`src/logic/mdu_defines.vh`:
```
// constants for the multiply/divide unit: register indices, status bits, cycle counts
// assumes inclusion by the unit's top design file (mdu_byte_regs does not include it) and its port checker
`ifndef MDU_DEFINES_VH
`define MDU_DEFINES_VH
// ---------------------------------------------------------------
// register indices on the byte port
// ---------------------------------------------------------------
`define MDU_ADDR_W 3
`define MDU_REG0 3'h0
`define MDU_REG1 3'h1
`define MDU_REG2 3'h2
`define MDU_REG3 3'h3
`define MDU_REG4 3'h4
`define MDU_REG5 3'h5
`define MDU_STATUS 3'h6
// ---------------------------------------------------------------
// status bits and reset values
// ---------------------------------------------------------------
`define MDU_ERR_BIT 7
`define MDU_OV_BIT 6
`define MDU_FLAG_RST 1'h0
// ---------------------------------------------------------------
// calculation times in system clock periods
// ---------------------------------------------------------------
`define MDU_CYC_LDIV 5'h11
`define MDU_CYC_SDIV 5'h09
`define MDU_CYC_MUL 5'h0B
`endif

```
`src/logic/mdu_byte_regs.v`:
```
// six shared operand/result byte registers with registered read data
// assumes one write or read per clock from the owning unit
`timescale 1ns/1ps
module mdu_byte_regs (
  input wire core_clk,
  input wire resetn,
  input wire wr_en,
  input wire [2:0] wr_idx,
  input wire [7:0] wr_data,
  input wire load_en,
  input wire [47:0] load_data,
  input wire [2:0] rd_idx,
  output reg [7:0] rd_data,
  output wire [47:0] all_data
);
  reg [7:0] mem [0:5];
  integer i;
  assign all_data = {mem[5], mem[4], mem[3], mem[2], mem[1], mem[0]};
  always @(posedge core_clk) begin
    if (load_en) begin
      for (i = 0; i < 6; i = i + 1) begin
        mem[i] <= load_data[i*8 +: 8];
      end
    end else if (wr_en && wr_idx < 3'h6) begin
      mem[wr_idx] <= wr_data;
    end
  end
  always @(posedge core_clk or negedge resetn) begin
    if (!resetn) begin
      rd_data <= 8'h00;
    end else if (rd_idx < 3'h6) begin
      rd_data <= mem[rd_idx];
    end else begin
      rd_data <= 8'h00;
    end
  end
endmodule

```
`src/logic/multiply_divide_unit.v`:
```
// byte-wide multiply/divide unit: write-order decode, timed compute, status flags
// assumes a single-cycle byte port on core_clk; read data appears one cycle after rd_en
`timescale 1ns/1ps
`include "mdu_defines.vh"
module multiply_divide_unit (
  input wire core_clk,
  input wire resetn,
  input wire wr_en,
  input wire rd_en,
  input wire [`MDU_ADDR_W-1:0] addr,
  input wire [7:0] wr_data,
  output reg [7:0] rd_data,
  output reg busy,
  output reg access_error_flag,
  output reg overflow_flag
);
  // ---------------------------------------------------------------
  // order tracker states
  // ---------------------------------------------------------------
  localparam [2:0] S_IDLE = 3'h0;
  localparam [2:0] S_W0 = 3'h1;
  localparam [2:0] S_W01 = 3'h2;
  localparam [2:0] S_W012 = 3'h3;
  localparam [2:0] S_W0123 = 3'h4;
  localparam [2:0] S_W01234 = 3'h5;
  localparam [2:0] S_W014 = 3'h6;
  localparam [2:0] S_W04 = 3'h7;
  localparam [2:0] S_W041 = 3'h0;
  localparam [1:0] OP_LDIV = 2'h0;
  localparam [1:0] OP_SDIV = 2'h1;
  localparam [1:0] OP_MUL = 2'h2;

  reg [2:0] seq;
  reg seq_041;
  reg [1:0] op;
  reg [4:0] count;
  reg load_en;
  reg [47:0] load_data;
  reg [1:0] next_op;
  reg launch;
  reg [2:0] next_seq;
  reg next_041;
  wire [47:0] all_data;
  wire reg_hit;
  wire stat_hit;
  reg [31:0] product;
  reg [31:0] short_q;

  assign reg_hit = (addr < `MDU_STATUS);
  assign stat_hit = (addr == `MDU_STATUS);

  mdu_byte_regs u_regs (
    .core_clk(core_clk),
    .resetn(resetn),
    .wr_en(wr_en && !busy),
    .wr_idx(addr),
    .wr_data(wr_data),
    .load_en(load_en),
    .load_data(load_data),
    .rd_idx(addr),
    // bytes are read from all_data here to keep a one-cycle read latency
    .rd_data(),
    .all_data(all_data)
  );

  // ---------------------------------------------------------------
  // arithmetic helpers
  // ---------------------------------------------------------------
  function [31:0] div_q;
    input [31:0] dvd;
    input [15:0] dvs;
    begin
      div_q = (dvs == 16'h0000) ? 32'hFFFFFFFF : dvd / {16'h0000, dvs};
    end
  endfunction

  function [15:0] div_r;
    input [31:0] dvd;
    input [15:0] dvs;
    reg [31:0] r;
    begin
      r = (dvs == 16'h0000) ? dvd : dvd % {16'h0000, dvs};
      div_r = r[15:0];
    end
  endfunction

  function [4:0] op_cycles;
    input [1:0] o;
    begin
      case (o)
        OP_LDIV: op_cycles = `MDU_CYC_LDIV;
        OP_SDIV: op_cycles = `MDU_CYC_SDIV;
        default: op_cycles = `MDU_CYC_MUL;
      endcase
    end
  endfunction

  // ---------------------------------------------------------------
  // write order decode
  // ---------------------------------------------------------------
  // seq_041 extends the 3-bit state, since S_W041 shares code 0 with idle
  always @* begin
    next_seq = seq;
    next_041 = seq_041;
    launch = 1'b0;
    next_op = op;
    if (wr_en && reg_hit && !busy) begin
      next_041 = 1'b0;
      if (addr == `MDU_REG0) begin
        next_seq = S_W0;
      end else begin
        next_seq = S_IDLE;
        case (addr)
          `MDU_REG1: begin
            if (seq == S_W0 && !seq_041) next_seq = S_W01;
            else if (seq == S_W04 && !seq_041) begin
              next_seq = S_W041;
              next_041 = 1'b1;
            end
          end
          `MDU_REG2: if (seq == S_W01 && !seq_041) next_seq = S_W012;
          `MDU_REG3: if (seq == S_W012 && !seq_041) next_seq = S_W0123;
          `MDU_REG4: begin
            if (seq == S_W0123 && !seq_041) next_seq = S_W01234;
            else if (seq == S_W01 && !seq_041) next_seq = S_W014;
            else if (seq == S_W0 && !seq_041) next_seq = S_W04;
          end
          `MDU_REG5: begin
            if (seq == S_W01234 && !seq_041) begin
              launch = 1'b1;
              next_op = OP_LDIV;
            end else if (seq == S_W014 && !seq_041) begin
              launch = 1'b1;
              next_op = OP_SDIV;
            end else if (seq_041) begin
              launch = 1'b1;
              next_op = OP_MUL;
            end
          end
          default: next_seq = S_IDLE;
        endcase
      end
    end
  end

  // ---------------------------------------------------------------
  // result packing
  // ---------------------------------------------------------------
  always @* begin
    product = all_data[15:0] * all_data[47:32];
    short_q = div_q({16'h0000, all_data[15:0]}, all_data[47:32]);
    load_data = all_data;
    case (op)
      OP_LDIV: load_data = {div_r(all_data[31:0], all_data[47:32]),
        div_q(all_data[31:0], all_data[47:32])};
      OP_SDIV: load_data = {div_r({16'h0000, all_data[15:0]}, all_data[47:32]), all_data[31:16],
        short_q[15:0]};
      default: load_data = {all_data[47:32], product};
    endcase
  end

  // ---------------------------------------------------------------
  // sequencing, timing and flags
  // ---------------------------------------------------------------
  always @(posedge core_clk or negedge resetn) begin
    if (!resetn) begin
      seq <= S_IDLE;
      seq_041 <= 1'b0;
      op <= OP_LDIV;
      count <= 5'h00;
      busy <= 1'b0;
      load_en <= 1'b0;
      access_error_flag <= `MDU_FLAG_RST;
      overflow_flag <= `MDU_FLAG_RST;
    end else begin
      seq <= next_seq;
      seq_041 <= next_041;
      op <= next_op;
      load_en <= 1'b0;
      if (launch) begin
        busy <= 1'b1;
        count <= op_cycles(next_op) - 5'h01;
      end else if (busy) begin
        if (count == 5'h01) begin
          load_en <= 1'b1;
        end
        if (count == 5'h00) begin
          busy <= 1'b0;
          // operands still stand in the array at this edge, so product is live
          if (op == OP_MUL) overflow_flag <= (product[31:16] != 16'h0000);
          else overflow_flag <= (all_data[47:32] == 16'h0000);
        end else begin
          count <= count - 5'h01;
        end
      end
      // set wins over a clear in the same cycle
      if (busy && reg_hit && (wr_en || rd_en)) begin
        access_error_flag <= 1'b1;
      end else if (!busy && rd_en && stat_hit) begin
        access_error_flag <= 1'b0;
      end
    end
  end

  // load_en rises one cycle before busy falls and the result regs load on the edge where busy falls, so reads see results at once
  always @(posedge core_clk or negedge resetn) begin
    if (!resetn) begin
      rd_data <= 8'h00;
    end else if (rd_en && stat_hit) begin
      rd_data <= {access_error_flag, overflow_flag, 6'h00};
    end else if (rd_en && reg_hit) begin
      rd_data <= all_data[{addr, 3'h0} +: 8];
    end else begin
      rd_data <= 8'h00;
    end
  end
endmodule

```
`config.mk`:
```
export PLATFORM = sky130hd
export DESIGN_NAME = multiply_divide_unit
export DESIGN_NICKNAME = d
export VERILOG_FILES = /design/src/logic/mdu_byte_regs.v /design/src/logic/multiply_divide_unit.v
export VERILOG_INCLUDE_DIRS = /design/src /design/src/logic
export SDC_FILE = /design/constraint.sdc
export NUM_CORES = 2
export LEC_CHECK = 0
export ABC_AREA = 1
export BUFFER_PORTS_ARGS = -buffer_cell sky130_fd_sc_hd__buf_4
export CELL_PAD_IN_SITES_DETAIL_PLACEMENT = 1
export CELL_PAD_IN_SITES_GLOBAL_PLACEMENT = 1
export CORE_ASPECT_RATIO = 1.2
export CORE_UTILIZATION = 52
export CTS_BUF_LIST = sky130_fd_sc_hd__clkbuf_16
export CTS_CLUSTER_DIAMETER = 150
export CTS_CLUSTER_SIZE = 14
export DETAILED_ROUTE_END_ITERATION = 6
export PLACE_DENSITY = 0.95
export SLEW_MARGIN = 40
export SYNTH_ARGS = -nofsm -noshare
export SYNTH_HDL_FRONTEND = slang
export SYNTH_SLANG_ARGS = --single-unit
```
`constraint.sdc`:
```
create_clock -name core_clk -period 163.4 [get_ports core_clk]
set_clock_uncertainty 0.1 [all_clocks]
set_input_delay 24.51 -clock core_clk [delete_from_list [all_inputs] [get_ports core_clk]]
set_output_delay 24.51 -clock core_clk [all_outputs]
set_load 0.01 [all_outputs]
```
==> out/results.ini <==
[critical_path]
reg2reg_depth = 596
cpMaxStageDelayCell = inv_1
r2r-end = u_regs.mem[0][6]$_DFFE_PP_
crit_fanout = 42
cpLargestDelayFamily = compound AO/OA/AOI/OAI gates
cp-end-kind = register
arrival_ns = 104.66
regToRegSetupSlack_ns = 58.65
crit_path_frequent_cell = inv_1
worstSetupPathType = register to register
path_buf_inv = 131
required_ns = 163.31
start_kind = register
cp_slowest_stage_delay_ns = 0.69
r2r_start = u_regs.mem[5][3]$_DFFE_PP_

[timing]
min_period_over_period_pct = 64.1
layout_min_cycle_time_ns = 104.75
worst_slew_pin_slew_ns = 0.963
max_freq_ghz = 0.00955
maxSlewViolCount = 0
relSlewSlack_pct = 35.1
hold_viol = 0
rsz0062_at_grt = no
setup_viol = 0
setup_tns_ns = 0
whs_ns = 0.439

[worst_hold_path]
whs_endpoint = count[1]$_DFFE_PN0P_
hp-class = register to register
whs_path_depth = 2
hp-start = count[1]$_DFFE_PN0P_

[routing]
detail_route.wl_per_cell_um = 21.7
ant_nets = 0
drt-vias-per-instance = 6.07
drt-initial-drc-count = 4719
dr_total_vias = 66800
wl_um = 239000
drc_errors = 36
dr.pass1.iters = 7

[global_route]
antenna_found_initial = 16
grt_pass1_vias = 71600
grt-ovfl-total = 0
grt_max_degree = 48
grt_use_total_pct = 40.0
grt_pass1_wl_um = 374000

[clock_tree]
cts_buffers = 9
cts.sinks = 71
cts_resized = 0
cts_root_buf = clkbuf_16
cts_setup_buffers = 0
ctsHtreeMaxLevel = 3
cts_hold_buf = 0
clk_latency_ns = 0.38
clock_path_buffers = 2
cts_tree = built
path_clk_slew_ns = 0.07

[yosys]
netlist-cell-type-count = 83
synthTopCellsByArea = ha_1 (19%), nand2_1 (16%), inv_1 (9.6%)
synth_top_area_share_pct = 18.7
synth_ff_type = edfxtp_1
syn_inst = 9622
avgSynthCellArea_um2 = 6.19
synth_common_cells = nand2_1 (2476), inv_1 (1522), ha_1 (892), o21ai_0 (683), a21oi_1 (567)
ys_warn_count = 0
synth-edff-count = 48
yosys.area.top_type = ha_1
netlist_area_um2 = 59600
yosys_register_bits = 71
async_reset_ff_share_pct = 32.4
yosysSeqAreaShare_pct = 3.38
yosysMostFrequentCell = nand2_1

[layout]
area_growth_pct = 2.45
fill_cells = 16100
fin_nets = 10600
drive_above_1_share_pct = 7.93

[place]
numPortBuffers = 25
hpwl_um = 188000
gp_congestion = 0.990

[floorplanning]
rows = 135
die_w_um = 311
coreArea_um2 = 113000
dieArea_um2 = 116000
start_util_pct = 52.6
die_h_um = 373
ios = 26

[flow_run]
drv_cap = 0

[run_status]
failed_checks = DRC
status = complete, but fails checks

==> area by class of cell <==
type / instances / area [um2] / area share (%)
Antenna cell: 5 / 12.5 / 0.0205
Clock buffer: 9 / 225 / 0.369
Clock inverter: 7 / 83.8 / 0.137
Inverter: 1619 / 6120 / 10.0
Multi-Input combinational cell: 7681 / 49900 / 81.7
Sequential cell: 71 / 2020 / 3.30
Tap cell: 1507 / 1890 / 3.09
Timing Repair Buffer: 108 / 838 / 1.37
==> tightest hold or removal path: cells and delay by family (launching register included) <==
| kind | cells | cell delay (ns) |
|---|---|---|
| flip-flops | 1 | 0.38 |
| AO/OA/AOI/OAI | 1 | 0.06 |
| AND/OR/NAND/NOR | 1 | 0.07 |
==> per-layer routing <==
metal / share of wire, % / track usage (%) / vias up
met1: 36 / 41.6 / 31800
met3: 8.3 / 9.75 / 1336
met4: 9.1 / 31.6 / 18
li1: - / - / 30800
met2: 47 / 68.7 / 2790
met5: 0.043 / 0.589 / -
==> cell families (layout without fill, tap and decap cells) <==
group,count (synthesis),count (layout),share of synthesized area (%)
other,1,21,0.00629
AND/OR/NAND/NOR,4260,4260,33.0
XOR/XNOR,636,636,9.35
multiplexers,1,1,0.0168
flip-flops,71,71,3.38
buffers and inverters,1885,1743,13.1
AO/OA/AOI/OAI,1680,1680,15.8
adder cells (fa/ha/maj),1088,1088,25.3
==> worst max-delay path by stage <==
stage	cells past startpoint	slack, ns	start	end
2_1_floorplan	648	76.80	u_regs.mem[4][0]$_DFFE_PP_	u_regs.mem[4][3]$_DFFE_PP_
3_3_place_gp	591	66.18	u_regs.mem[5][3]$_DFFE_PP_	u_regs.mem[4][7]$_DFFE_PP_
3_5_place_dp	595	60.75	u_regs.mem[5][3]$_DFFE_PP_	u_regs.mem[3][6]$_DFFE_PP_
4_1_cts	597	60.45	u_regs.mem[5][3]$_DFFE_PP_	u_regs.mem[3][6]$_DFFE_PP_
5_1_grt	596	49.52	u_regs.mem[5][3]$_DFFE_PP_	u_regs.mem[0][6]$_DFFE_PP_
6_report	596	58.65	u_regs.mem[5][3]$_DFFE_PP_	u_regs.mem[0][6]$_DFFE_PP_
==> state kept, by name, summed over array words and instances (netlist names) <==
| signal | cells |
|---|---|
| busy | 1 |
| seq_041 | 1 |
| u_regs.mem | 48 |
| seq | 3 |
| overflow_flag | 1 |
| count | 5 |
| load_en | 1 |
| op | 2 |
| rd_data | 8 |
| access_error_flag | 1 |
==> cell usage in the layout (no fill, tap or decap), types with 39 or more instances in the layout <==
cell | synthesis | layout
ha_1 | 892 | 892
nand2_2 | 141 | 141
inv_1 | 1522 | 1519
nand3_2 | 83 | 83
nand3_1 | 525 | 525
nor2_2 | 60 | 62
nand4_1 | 148 | 148
o21bai_1 | 83 | 83
nor3_1 | 77 | 77
nor2_4 | 48 | 50
or2_2 | 90 | 90
a21oi_1 | 567 | 567
xnor2_1 | 219 | 219
xor2_1 | 417 | 416
nor2_1 | 458 | 454
inv_2 | 64 | 64
edfxtp_1 | 48 | 48
buf_4 | 24 | 104
a21o_1 | 49 | 49
nand2_1 | 2476 | 2476
o21ai_1 | 68 | 78
nand2_4 | 39 | 39
o21ai_0 | 683 | 671
fa_1 | 196 | 196
o31ai_1 | 42 | 42
==> stage by stage <==
step / cells / worst slack (ns) / instance area [um2] / util, %
after floorplan: 9637 / 76.80 / 59700 / -
after global placement: 11000 / 66.18 / 60700 / 53.5
after detailed placement: 11000 / 60.75 / 60700 / 53.5
after CTS: 11000 / 60.45 / 61000 / 53.8
after global routing: 11000 / 49.52 / 61100 / 53.9
final: 11000 / 58.65 / 61100 / 53.9
Power is not shown: default switching activity piles up to over one toggle a cycle in this logic, so the estimate is an artifact.
